<file path="config.mk">
export PLATFORM = sky130hd
export DESIGN_NAME = prom_programmer
export DESIGN_NICKNAME = d
export VERILOG_FILES = /design/src/pkg/prom_prog_pkg.sv /design/src/hw/prom_timer.sv /design/src/hw/prom_programmer.sv
export SDC_FILE = /design/constraint.sdc
export NUM_CORES = 1
export LEC_CHECK = 0
export BUFFER_PORTS_ARGS = -buffer_cell sky130_fd_sc_hd__buf_2
export CORE_MARGIN = 3
export CORE_UTILIZATION = 45
export CTS_CLUSTER_DIAMETER = 120
export DETAILED_ROUTE_END_ITERATION = 8
export PLACE_DENSITY_LB_ADDON = 0.05
export REMOVE_ABC_BUFFERS = 1
export SLEW_MARGIN = 30
export SYNTH_ARGS = -nofsm -noshare
export SYNTH_HDL_FRONTEND = slang
export SYNTH_SLANG_ARGS = --single-unit
</file>
<file path="constraint.sdc">
create_clock -name CLK -period 2.7 [get_ports CLK]
set_input_delay 0.27 -clock CLK [delete_from_list [all_inputs] [get_ports CLK]]
set_output_delay 0.27 -clock CLK [all_outputs]
set_load 0.02 [all_outputs]
</file>
<file path="src/pkg/prom_prog_pkg.sv">
// Constants shared by the PROM programmer controller
package prom_prog_pkg;
  localparam int CLK_MHZ = 125;
  localparam int PULSE_US_X10 = 1000;
  localparam int PULSE_CYC = (PULSE_US_X10 * CLK_MHZ + 9) / 10;
  localparam int SETUP_CYC = 4;
  localparam int SAMPLE_CYC = 8;
  localparam int MAX_TRIES = 10;
  localparam int PAGE_BYTES = 4;
  localparam int ADDR_W = 17;
  localparam logic [16:0] ADDR_TOP = 17'h1FFFF;
  localparam logic [16:0] ADDR_RST = 17'h00000;
  localparam logic [7:0] DATA_RST = 8'h00;
  typedef enum logic [1:0] {OP_READ, OP_BYTE, OP_PAGE} op_t;
endpackage

</file>
<file path="src/hw/prom_timer.sv">
// Down counter that times strobe phases of the programmer
`timescale 1ns/1ps
module prom_timer
(
  input wire logic CLK,
  input wire logic SRST,
  input wire logic start,
  input wire logic [16:0] load,
  output logic done
);
  logic [16:0] cnt_q;
  logic [16:0] cnt_d;
  logic run_q;
  logic run_d;

  assign cnt_d = start ? load : (run_q ? cnt_q - 17'h00001 : cnt_q);
  assign run_d = start ? 1'b1 : (run_q && cnt_q != 17'h00001);
  assign done = run_q && cnt_q == 17'h00001;

  always_ff @(posedge CLK)
  begin
    if (SRST)
    begin
      cnt_q <= 17'h00000;
      run_q <= 1'b0;
    end
    else
    begin
      cnt_q <= cnt_d;
      run_q <= run_d;
    end
  end
endmodule // prom_timer

</file>
<file path="src/hw/prom_programmer.sv">
// Host-side programmer that drives the one-time PROM port pins
// Summary of operation
// - Hold reset low, supplies high before any write operation.
// - Page latch: select high, program pulse high, strobe low, four bytes.
// - Page write: select and strobe high, program pulse low for 0.1 ms.
// - Byte write: select low, strobe high, program pulse low 0.1 ms.
// - Verify with select low, pulse high, strobe low after every write.
// - Write and verify at most ten times per request; the four bytes of a page share one count.
// - Read: reset low, supplies normal, address set, then sample data.
`timescale 1ns/1ps
module prom_programmer
(
  input wire logic CLK,
  input wire logic SRST,
  input wire logic REQ_VALID,
  input wire logic [1:0] REQ_OP,
  input wire logic [16:0] REQ_ADDR,
  input wire logic [31:0] REQ_DATA,
  output logic REQ_READY,
  output logic DONE,
  output logic FAIL,
  output logic [7:0] RD_DATA,
  output logic [16:0] PROM_ADDRESS_BUS,
  output logic [7:0] PROM_DATA_BUS_O,
  output logic PROM_DATA_BUS_OE_N,
  input wire logic [7:0] PROM_DATA_BUS_I,
  output logic CHIP_SELECT_N,
  output logic READ_STROBE_N,
  output logic PROGRAM_PULSE_N,
  output logic DEV_RESET_N,
  output logic VPP_HIGH,
  output logic VDD_HIGH
);
  typedef enum {S_IDLE, S_PWR, S_LATCH, S_LATCH_GAP, S_PULSE, S_GAP, S_VERIFY,
                S_CHECK, S_READ, S_END} state_t;
  state_t st_q;
  state_t st_d;
  logic [7:0] din1_q, din2_q, din3_q, din_q;
  logic [16:0] base_q;
  logic [31:0] page_q;
  logic [1:0] op_q;
  logic [1:0] idx_q;
  logic [3:0] tries_q;
  logic bad_q;
  logic t_start;
  logic [16:0] t_load;
  logic t_done;
  logic [16:0] cur_addr;
  logic [7:0] cur_byte;
  logic is_prog;
  logic last_byte;
  logic take;
  logic [1:0] op_nx;
  logic prog_nx;
  logic byte_hold;

  function automatic logic [7:0] pick(input logic [31:0] w, input logic [1:0] i);
    pick = w[8*i +: 8];
  endfunction

  assign cur_addr = base_q + {15'h0000, idx_q};
  assign cur_byte = pick(page_q, idx_q);
  assign is_prog = op_q != 2'(prom_prog_pkg::OP_READ);
  assign last_byte = op_q != 2'(prom_prog_pkg::OP_PAGE) || idx_q == 2'h3;
  // A request counts only while ready is shown, never in the cycle after reset
  assign take = st_q == S_IDLE && REQ_VALID && REQ_READY;
  assign op_nx = take ? REQ_OP : op_q;
  // Supplies follow the op being taken, not the one before it
  assign prog_nx = op_nx != 2'(prom_prog_pkg::OP_READ);
  // Byte write keeps select and data up around the pulse for setup and hold
  assign byte_hold = op_nx == 2'(prom_prog_pkg::OP_BYTE)
                     && (st_d == S_PWR || st_d == S_PULSE || st_d == S_GAP);

  prom_timer u_tmr
  (
    .CLK(CLK),
    .SRST(SRST),
    .start(t_start),
    .load(t_load),
    .done(t_done)
  );

  always_comb
  begin
    st_d = st_q;
    t_start = 1'b0;
    t_load = 17'(prom_prog_pkg::SETUP_CYC);
    case (st_q)
      S_IDLE:
        if (take)
        begin
          st_d = S_PWR;
          t_start = 1'b1;
        end
      S_PWR:
        if (t_done)
        begin
          t_start = 1'b1;
          if (!is_prog)
          begin
            st_d = S_READ;
            t_load = 17'(prom_prog_pkg::SAMPLE_CYC);
          end
          else if (op_q == 2'(prom_prog_pkg::OP_PAGE))
            st_d = S_LATCH;
          else
          begin
            st_d = S_PULSE;
            t_load = 17'(prom_prog_pkg::PULSE_CYC);
          end
        end
      S_LATCH:
        if (t_done)
        begin
          t_start = 1'b1;
          st_d = S_LATCH_GAP;
        end
      S_LATCH_GAP:
        if (t_done)
        begin
          t_start = 1'b1;
          if (idx_q == 2'h3)
          begin
            st_d = S_PULSE;
            t_load = 17'(prom_prog_pkg::PULSE_CYC);
          end
          else
            st_d = S_LATCH;
        end
      S_PULSE:
        if (t_done)
        begin
          t_start = 1'b1;
          st_d = S_GAP;
        end
      S_GAP:
        if (t_done)
        begin
          t_start = 1'b1;
          t_load = 17'(prom_prog_pkg::SAMPLE_CYC);
          st_d = S_VERIFY;
        end
      S_VERIFY:
        if (t_done)
          st_d = S_CHECK;
      S_CHECK:
      begin
        t_start = 1'b1;
        if (bad_q && tries_q < 4'(prom_prog_pkg::MAX_TRIES))
        begin
          st_d = S_PULSE;
          t_load = 17'(prom_prog_pkg::PULSE_CYC);
        end
        else if (bad_q || last_byte)
          st_d = S_END;
        else
        begin
          t_load = 17'(prom_prog_pkg::SAMPLE_CYC);
          st_d = S_VERIFY;
        end
      end
      S_READ:
        if (t_done)
          st_d = S_END;
      S_END:
        st_d = S_IDLE;
      default:
        st_d = S_IDLE;
    endcase
  end

  always_ff @(posedge CLK)
  begin
    din1_q <= PROM_DATA_BUS_I;
    din2_q <= din1_q;
    din3_q <= din2_q;
    if (din2_q == din3_q)
      din_q <= din3_q;
  end

  always_ff @(posedge CLK)
  begin
    if (SRST)
    begin
      st_q <= S_IDLE;
      base_q <= prom_prog_pkg::ADDR_RST;
      page_q <= 32'h00000000;
      op_q <= 2'h0;
      idx_q <= 2'h0;
      tries_q <= 4'h0;
      bad_q <= 1'b0;
    end
    else
    begin
      st_q <= st_d;
      if (take)
      begin
        base_q <= REQ_OP == 2'(prom_prog_pkg::OP_PAGE) ? {REQ_ADDR[16:2], 2'h0} : REQ_ADDR;
        page_q <= REQ_DATA;
        op_q <= REQ_OP;
        idx_q <= 2'h0;
        tries_q <= 4'h0;
      end
      if (st_q == S_LATCH_GAP && t_done && idx_q != 2'h3)
        idx_q <= idx_q + 2'h1;
      if (st_q == S_PULSE && t_done)
        tries_q <= tries_q + 4'h1;
      if (st_q == S_LATCH_GAP && t_done && idx_q == 2'h3)
        idx_q <= 2'h0;
      if (st_q == S_VERIFY && t_done)
        bad_q <= din_q != cur_byte;
      if (st_q == S_CHECK && !bad_q && !last_byte)
        idx_q <= idx_q + 2'h1;
    end
  end

  always_ff @(posedge CLK)
  begin
    if (SRST)
    begin
      REQ_READY <= 1'b0;
      DONE <= 1'b0;
      FAIL <= 1'b0;
      RD_DATA <= prom_prog_pkg::DATA_RST;
      PROM_ADDRESS_BUS <= prom_prog_pkg::ADDR_RST;
      PROM_DATA_BUS_O <= prom_prog_pkg::DATA_RST;
      PROM_DATA_BUS_OE_N <= 1'b1;
      CHIP_SELECT_N <= 1'b1;
      READ_STROBE_N <= 1'b1;
      PROGRAM_PULSE_N <= 1'b1;
      DEV_RESET_N <= 1'b0;
      VPP_HIGH <= 1'b0;
      VDD_HIGH <= 1'b0;
    end
    else
    begin
      REQ_READY <= st_d == S_IDLE;
      DONE <= st_q == S_END;
      FAIL <= st_q == S_END && bad_q && is_prog;
      if (st_q == S_READ && t_done)
        RD_DATA <= din_q;
      DEV_RESET_N <= 1'b0;
      VPP_HIGH <= st_d != S_IDLE && st_d != S_END && prog_nx;
      VDD_HIGH <= st_d != S_IDLE && st_d != S_END && prog_nx;
      PROM_ADDRESS_BUS <= cur_addr;
      PROM_DATA_BUS_O <= cur_byte;
      CHIP_SELECT_N <= !(st_d == S_VERIFY || st_d == S_READ || byte_hold);
      READ_STROBE_N <= !(st_d == S_LATCH || st_d == S_VERIFY || st_d == S_READ);
      PROGRAM_PULSE_N <= st_d != S_PULSE;
      PROM_DATA_BUS_OE_N <= !(st_d == S_LATCH || st_d == S_LATCH_GAP || byte_hold);
    end
  end
endmodule // prom_programmer

</file>
==> out/qor.yml, run 1 <==
place_hpwl_mm: 10.8
yosysMostFrequentCell: "dfxtp_1"
cp-end-kind: "flip-flop"
hold_viol: 0
power_mw: 5.28
die-area_um2: 16400
overflow: 0
antenna_found_initial: 0
slew-limit-headroom_pct: 44.4
cp.arrival_ps: 3040
grt_max_degree: 81
wl_per_cell_um: 14.3
ys_warn_count: 0
ant_nets: 0
clk_latency_ps: 430
drive_gt1_share_pct: 21.5
fp-row-count: 43
min_period_ps: 2720
fin_ws_ps: -21.9
synthCells: 711
routed_via_density: 5.02
max_freq_mhz: 367
tightest_slew_ps: 834
violations: "negative setup slack"
syn2layout_area_growth_pct: 25.2
hp-class: "primary input to flip-flop"
clk_transition_reported_paths_ps: 60
root_buffer: "clkbuf_16"
maxCapViolations: 0
startpoint: "u_tmr.cnt_q[8]"
worstSetupPathType: "flip-flop to flip-flop"
crit_fanout: 5
synth_top_area_share_pct: 51.8
yosysSeqAreaShare_pct: 55.4
drc: 0
die_y_um: 128
r2r_end: "PROM_DATA_BUS_OE_N"
fill_cells: 1270
synthesis.area_um2: 6680
worstSetupEndpoint: "PROM_DATA_BUS_OE_N"
antenna_cells: 0
synth_area_leader_cell: "dfxtp_1"
layoutNonFillerInstCount: 1062
rsz0062_at_grt: "yes"
ys_types: 57
finalWirelength_mm: 15.1
reg2reg_depth: 7
numCtsBuffers: 17
syn_area_per_cell_um2: 9.40
status: "complete, but fails checks"
dp_cells: 1021
fp.dieW_um: 128
routed-via-count: 5331
ios: 105
hold_ws_ps: 82.2
synth.area.top_cells: "dfxtp_1, nand2_1, a21oi_1, edfxtp_1, xor2_1"
htree_levels: 4
power_density_nw_per_um2: 631
port_buffers: 103
start_util_pct: 47.1
tritoncts: "done"
critPathRequiredTime_ps: 3020
fin_crit_sh_pct: 101
grt_pass1_wl_mm: 24.8
ys.flop_type: "dfxtp_1"
startpoint_type: "flip-flop"
grt_pass1_vias: 5190
reg2reg_slack_ps: -20
nets: 938
finClkSkew_ps: 10.1
clock-sinks: 181
setup_violations: 1
slew_violations: 0
synth-seq-cells: 181
drtPass1Iterations: 4
core_area_um2: 14200
ir_worst_vdd_uv: 473
p_leak_nw: 3.37
clockBufferDepth: 2
globalplace.congestion: 0.931
synth_common_cells: "dfxtp_1, nand2_1, a21oi_1, nor2_1, clkbuf_1"
reg2reg_from: "u_tmr.cnt_q[8]"
async_reset_ff_share_pct: 0
track_usage_pct: 19.0
synth_edf_count: 8
drt_iter0_drc: 344
## power by group
| part | total (mW) | internal [mW] | switching (mW) |
|---|---|---|---|
| clock network | 2.41 | 1.37 | 1.04 |
| registers | 2.75 | 2.73 | 0.0157 |
| logic | 0.118 | 0.0552 | 0.0625 |
## per-stage QoR
step	setup TNS, ps	setup slack, ps	util [%]	instance area (µm²)
after floorplan	-131590	-3110	-	6630
after global placement	-53.8	-36.3	54.0	7670
after detailed placement	-157	-92.4	54.0	7670
after CTS	0	20.4	58.9	8360
after global routing	-530	-109	58.9	8370
final	-21.9	-21.9	58.9	8370
## final cells by class
class	count	area [µm²]	share of cell area (%)
tap	180	225	2.69
timing repair buffer	148	888	10.6
inverter	13	48.8	0.583
sequential	181	3700	44.3
clock inverter	14	149	1.78
multi-input combinational	508	2920	34.9
clock buffer	18	429	5.13
## placed cells by master, fill, tap and decap left out, types with 9 or more instances in the layout
cell	count
dfxtp_1	173
nand2_1	143
buf_2	102
a21oi_1	68
nor2_1	52
buf_4	37
conb_1	29
xor2_1	24
nor4_1	19
nand3_1	18
xnor2_1	17
clkbuf_16	17
nor2b_1	14
inv_1	13
nand4_1	11
nor3_1	11
o21ai_0	9
## routing by layer
layer | vias to the layer above | wire length [µm] | GRT usage, %
met5 | - | 0 | 0
met4 | 0 | 176 | 5.37
met3 | 14 | 919 | 6.71
met2 | 129 | 6980 | 29.9
met1 | 2466 | 7070 | 24.8
li1 | 2722 | - | -
## state kept, by name (all words and copies together) (netlist names), 2 cells and up
name              cells
PROM_DATA_BUS_O       8
idx_q                 2
u_tmr.cnt_q          17
din2_q                8
page_q               32
din3_q                8
st_q                 32
din_q                 8
op_q                  2
RD_DATA               8
base_q               17
din1_q                8
PROM_ADDRESS_BUS     17
tries_q               4
## worst min-delay path by stage
| stage | from | to | slack, ps | depth (start not counted) |
|---|---|---|---|---|
| 2_1_floorplan | PROM_DATA_BUS_I[0] | din1_q[0] | 300 | 0 |
| 3_3_place_gp | din1_q[7] | din2_q[7] | 310 | 0 |
| 3_5_place_dp | din1_q[5] | din2_q[5] | 310 | 0 |
| 4_1_cts | REQ_DATA[16] | page_q[16] | 60 | 3 |
| 5_1_grt | REQ_DATA[0] | page_q[0] | 70 | 3 |
| 6_report | REQ_DATA[0] | page_q[0] | 80 | 3 |
## critical path, cell delays in order (launching register included)
cell,delay [ps]
dfxtp_1,310
or4_4,530
or3_4,410
or4_4,500
a21oi_4,210
o41ai_4,110
a2111o_1,380
a21o_1,160
## cell families (layout without fill, tap and decap cells)
family / Yosys count / after routing / synth area share (%)
flops: 181 / 181 / 55.4
xor+xnor: 41 / 41 / 5.37
buf+inv: 50 / 193 / 3.05
mux: 10 / 10 / 3.00
other cells: 1 / 29 / 0.0561
simple gates: 307 / 307 / 21.2
fa+ha+maj: 7 / 7 / 1.42
compound gates: 114 / 114 / 10.5
## timing repair
action / in CTS / in global routing
hold endpoints to repair: 8 / 0
endpoints found under the setup margin: 2 / 12
pin swaps: 4 / 2
buffers inserted: 0 / 1
gates resized for setup: 5 / 0
hold buffers: 8 / 0
No activity file was read; power rests on OpenSTA's default activity.
==> run 2: changes to the inputs <==
Settings changed: SYNTH_HIERARCHICAL set to 1.
==> out/qor.yml, run 2 <==
status: "completed"
fp.dieW_um: 130
drc: 0
layout_common_cells: "dfxtp_1, nand2_1, buf_2, a21oi_1, buf_4"
startpoint_type: "flip-flop"
async_reset_ff_share_pct: 0
clk_transition_reported_paths_ps: 70
synth-seq-cells: 181
synthCells: 724
max_freq_mhz: 373
layoutNonFillerInstCount: 1108
numCtsBuffers: 17
drive_gt1_share_pct: 27.2
place_hpwl_mm: 11.0
reg2reg_slack_ps: 20
grt_pass1_vias: 5505
clock-sinks: 181
hp-class: "primary input to flip-flop"
p_leak_nw: 3.56
core_area_um2: 14800
finalWirelength_mm: 16.1
overflow: 0
yosysSeqAreaShare_pct: 53.5
die_y_um: 130
slew_violations: 0
rsz0062_at_grt: "yes"
power_density_nw_per_um2: 593
crit_fanout: 2
reg.largest.list: "page_q x32, st_q x32"
dp_slack_ps: -246
yosysMostFrequentCell: "dfxtp_1"
fp-row-count: 44
maxCapViolations: 0
critPathRequiredTime_ps: 3020
synth_area_leader_cell: "dfxtp_1"
root_buffer: "clkbuf_16"
ir_worst_vdd_uv: 453
antenna_found_initial: 0
ys_warn_count: 6
synth.area.top_cells: "dfxtp_1, nand2_1, a21oi_1, edfxtp_1, nor2_1"
port_buffers: 103
fin_ws_ps: 15.8
ys_types: 68
track_usage_pct: 19.3
finClkSkew_ps: 11.8
drt_iter0_drc: 314
tritoncts: "done"
globalplace.congestion: 0.882
slew-limit-headroom_pct: 58.0
ios: 105
seqCellArea_um2: 3710
fin_crit_sh_pct: 99.4
grt_pass1_wl_mm: 26.0
nets: 980
wl_per_cell_um: 14.6
min_period_ps: 2680
fill_cells: 1296
clockBufferDepth: 2
clk_latency_ps: 430
cp.arrival_ps: 3000
routed-via-count: 5705
ant_nets: 0
syn_area_per_cell_um2: 9.57
synth_top_area_share_pct: 50.0
dp_cells: 1053
worstHoldStart: "REQ_DATA[16]"
htree_levels: 4
synth_edf_count: 8
synthesis.area_um2: 6930
cp-end-kind: "flip-flop"
routed_via_density: 5.15
ys.flop_type: "dfxtp_1"
tightest_slew_ps: 628
antenna_cells: 0
start_util_pct: 46.8
syn2layout_area_growth_pct: 29.1
grt_max_degree: 47
startpoint: "u_tmr/cnt_q[1]"
worstSetupPathType: "flip-flop to flip-flop"
drtPass1Iterations: 4
die-area_um2: 16900
final_common_cell: "dfxtp_1"
synth_common_cells: "dfxtp_1, nand2_1, a21oi_1, nor2_1, clkbuf_1"
multiInputGateArea_um2: 3240
hold_viol: 0
reg2reg_from: "u_tmr/cnt_q[1]"
setup_violations: 0
run 2: cell types whose count changed after synthesis, moves of 7 or more:
cell and change:
nand2_1 -20, and2_1 +11, mux2i_1 +8, or3_1 +7, xor2_1 -7
run 2: what timing repair did:
item / in CTS / in global routing
resized for setup: 20 / 20
pin swaps: 4 / 16
buffers inserted: 11 / 3
gates cloned: 1 / 0
setup endpoints to repair: 35 / 33
hold buffers: 8 / 0
endpoints found under the hold margin: 8 / 0
run 2: path summary, 6_finish.rpt:
| path | to | cells past startpoint |
|---|---|---|
| worst max-delay path | u_tmr/cnt_q[16] | 16 |
| worst min-delay path | page_q[16] | 3 |
| worst max register to register | u_tmr/cnt_q[16] | 16 |
| worst min register to register | din2_q[7] | 0 |
run 2: cells by family (layout without fill, tap and decap cells):
kind of cell,after synthesis,after routing,synth area share (%)
multiplexers,19,19,4.21
AND/OR/NAND/NOR,293,293,20.8
adder cells (fa/ha/maj),7,7,1.37
other,1,39,0.0541
flip-flops,181,181,53.5
buffers and inverters,62,224,3.81
AO/OA/AOI/OAI,132,132,12.6
XOR/XNOR,29,29,3.67
run 2: stage by stage:
| stage | instance area, µm² | hold slack [ps] | utilization, % | setup TNS, ps | power (mW) |
|---|---|---|---|---|---|
| after floorplan | 6860 | 298 | - | -16070 | 2.83 |
| after global placement | 8010 | 310 | 54.1 | -1980 | 2.91 |
| after detailed placement | 8010 | 315 | 54.1 | -3840 | 2.92 |
| after CTS | 8850 | 59.3 | 59.8 | -107 | 5.37 |
| after global routing | 8950 | 61.9 | 60.4 | -315 | 5.50 |
| final | 8950 | 73.4 | 60.4 | 0 | 5.31 |
run 2: final cells by class:
cell class	instances	area share, %
Tap cell	184	2.57
Clock inverter	15	1.96
Timing Repair Buffer	177	12.5
Inverter	15	0.629
Sequential cell	181	41.4
Clock buffer	17	4.75
Multi-Input combinational cell	519	36.2
run 2: power by group:
part	internal [mW]	total (mW)	switching (mW)
Clock	1.25	2.44	1.19
Combinational	0.0568	0.121	0.0637
Sequential	2.73	2.75	0.0167
run 2: worst max-delay path, cell delays in order, from the launching register on:
cell and delay, ps:
dfxtp_2 320, inv_2 50, buf_4 100, buf_4 100, buf_4 100, buf_4 100, buf_4 100, buf_4 90
buf_4 100, buf_4 90, buf_4 90, buf_4 90, buf_4 90, ha_1 150, or4bb_1 440, o41a_1 360
a2111oi_2 220
run 2: per-layer routing:
metal | GRT usage [%] | wire length, µm | up-vias
met1 | 24.5 | 7380 | 2678
met3 | 4.38 | 731 | 23
li1 | - | - | 2869
met5 | 0 | 0 | -
met2 | 32.8 | 7770 | 135
met4 | 6.17 | 244 | 0
==> run 3: changes to the inputs <==
Settings changed: SETUP_SLACK_MARGIN set to 0.5.
==> out/qor.yml, run 3 (synthesis results as in run 2) <==
port_buffers: 103
htree_levels: 4
finalWirelength_mm: 16.8
antenna_cells: 0
fill_cells: 1250
nets: 991
overflow: 0
reg.largest.list: "page_q x32, st_q x32"
rsz0062_at_grt: "yes"
tritoncts: "done"
globalplace.congestion: 0.882
slowest_stage: "or4_4"
die-area_um2: 16900
seqCellArea_um2: 3710
status: "completed"
cp.arrival_ps: 2990
clk_transition_reported_paths_ps: 70
layout_common_cells: "dfxtp_1, nand2_1, buf_2, buf_4, a21oi_1"
fin_ws_ps: 26.0
clk_latency_ps: 430
power_density_nw_per_um2: 574
routed_via_density: 5.17
max_freq_mhz: 374
grt_pass1_wl_mm: 26.5
dp_cells: 1053
p_leak_nw: 3.69
drtPass1Iterations: 4
layoutNonFillerInstCount: 1119
hp-class: "primary input to flip-flop"
startpoint_type: "flip-flop"
worstHoldStart: "REQ_DATA[16]"
grt_pass1_vias: 5611
finClkSkew_ps: 11.8
critPathRequiredTime_ps: 3010
worstSetupPathType: "flip-flop to flip-flop"
grt_max_degree: 47
maxCapViolations: 0
reg2reg_from: "u_tmr/cnt_q[2]"
drt_iter0_drc: 292
min_period_ps: 2670
numCtsBuffers: 17
fin_area_um2: 9260
ios: 105
tightest_slew_ps: 628
startpoint: "u_tmr/cnt_q[2]"
setup_violations: 0
drive_gt1_share_pct: 31.2
ant_nets: 0
crit_family: "simple AND/OR/NAND/NOR gates"
track_usage_pct: 19.7
fp-row-count: 44
dp_slack_ps: -246
wl_per_cell_um: 15.0
fin_crit_sh_pct: 99.0
crit_chain: "or4_4, nor4_4, and2_4, buf_12, a21oi_4, a211oi_2, o22a_1, o21bai_2, buf_4, a221o_1"
drc: 0
final_common_cell: "dfxtp_1"
clock-sinks: 181
slowest_delay_ps: 560
crit_fanout: 5
power_mw: 5.31
syn2layout_area_growth_pct: 33.6
cp-end-kind: "flip-flop"
multiInputGateArea_um2: 3380
worst-path-buf-inv: 2
start_util_pct: 46.8
core_area_um2: 14800
hold_viol: 0
die_y_um: 130
dpl-instance-area_um2: 8010
place_hpwl_mm: 11.0
antenna_found_initial: 0
routed-via-count: 5780
clockBufferDepth: 2
slew-limit-headroom_pct: 58.0
hold_ws_ps: 72.2
root_buffer: "clkbuf_16"
fp.dieW_um: 130
ir_worst_vdd_uv: 453
slew_violations: 0
[run 3: changes by cell type in the layout (fill, tap and decap cells not counted), sizes merged]
cell / previous run / this run
clkinv: 8 / 7
inv: 21 / 22
clkbuf: 17 / 18
buf: 169 / 179
[run 3: repair_timing]
item,in CTS,in global routing
hold endpoints to repair,8,0
resized for setup,49,41
hold buffers,8,0
endpoints found under the setup margin,46,82
buffers inserted,17,7
pin swaps,18,23
gates cloned,1,1
[run 3: final cells by class]
| cell class | count | area share (%) |
|---|---|---|
| clock buffer | 17 | 4.60 |
| clock inverter | 15 | 1.89 |
| inverter | 15 | 0.635 |
| sequential | 181 | 40.1 |
| multi-input combinational | 519 | 36.5 |
| timing repair buffer | 188 | 13.8 |
| tap | 184 | 2.49 |
[run 3: path summary, 6_finish.rpt]
path                   endpoint  slack, ps  depth (start not counted)
setup / recovery  CHIP_SELECT_N         30                         10
hold / removal       page_q[16]         70                          3
setup reg to reg  CHIP_SELECT_N         30                         10
hold reg to reg       din2_q[7]        330                          0
[run 3: per-layer routing]
layer / track usage, % / part of all wire, % / routed length [µm] / up-vias
li1: - / - / - / 2894
met1: 25.0 / 45 / 7510 / 2723
met2: 33.6 / 49 / 8230 / 139
met3: 4.30 / 4.5 / 750 / 24
met4: 6.54 / 1.7 / 282 / 0
met5: 0 / 0 / 0 / -
[run 3: tightest hold or removal path, cell delays in order]
cell	delay (ps)
buf_2	100
nand2_1	40
a21oi_1	50
[run 3: through the flow]
stage / utilization, % / TNS, ps
after global routing: 62.5 / -584
after CTS: 61.0 / -64.3
after detailed placement: 54.1 / -3840
after global placement: 54.1 / -1980
after floorplan: - / -16070
final: 62.5 / 0
[run 3: power breakdown]
group          switching [mW]  leakage (nW)  total (mW)  internal, mW
Clock                    1.19         0.287        2.44          1.25
Sequential             0.0168          1.49        2.75          2.73
Combinational          0.0658          1.92       0.123        0.0572
Total                    1.27          3.69        5.31          4.04
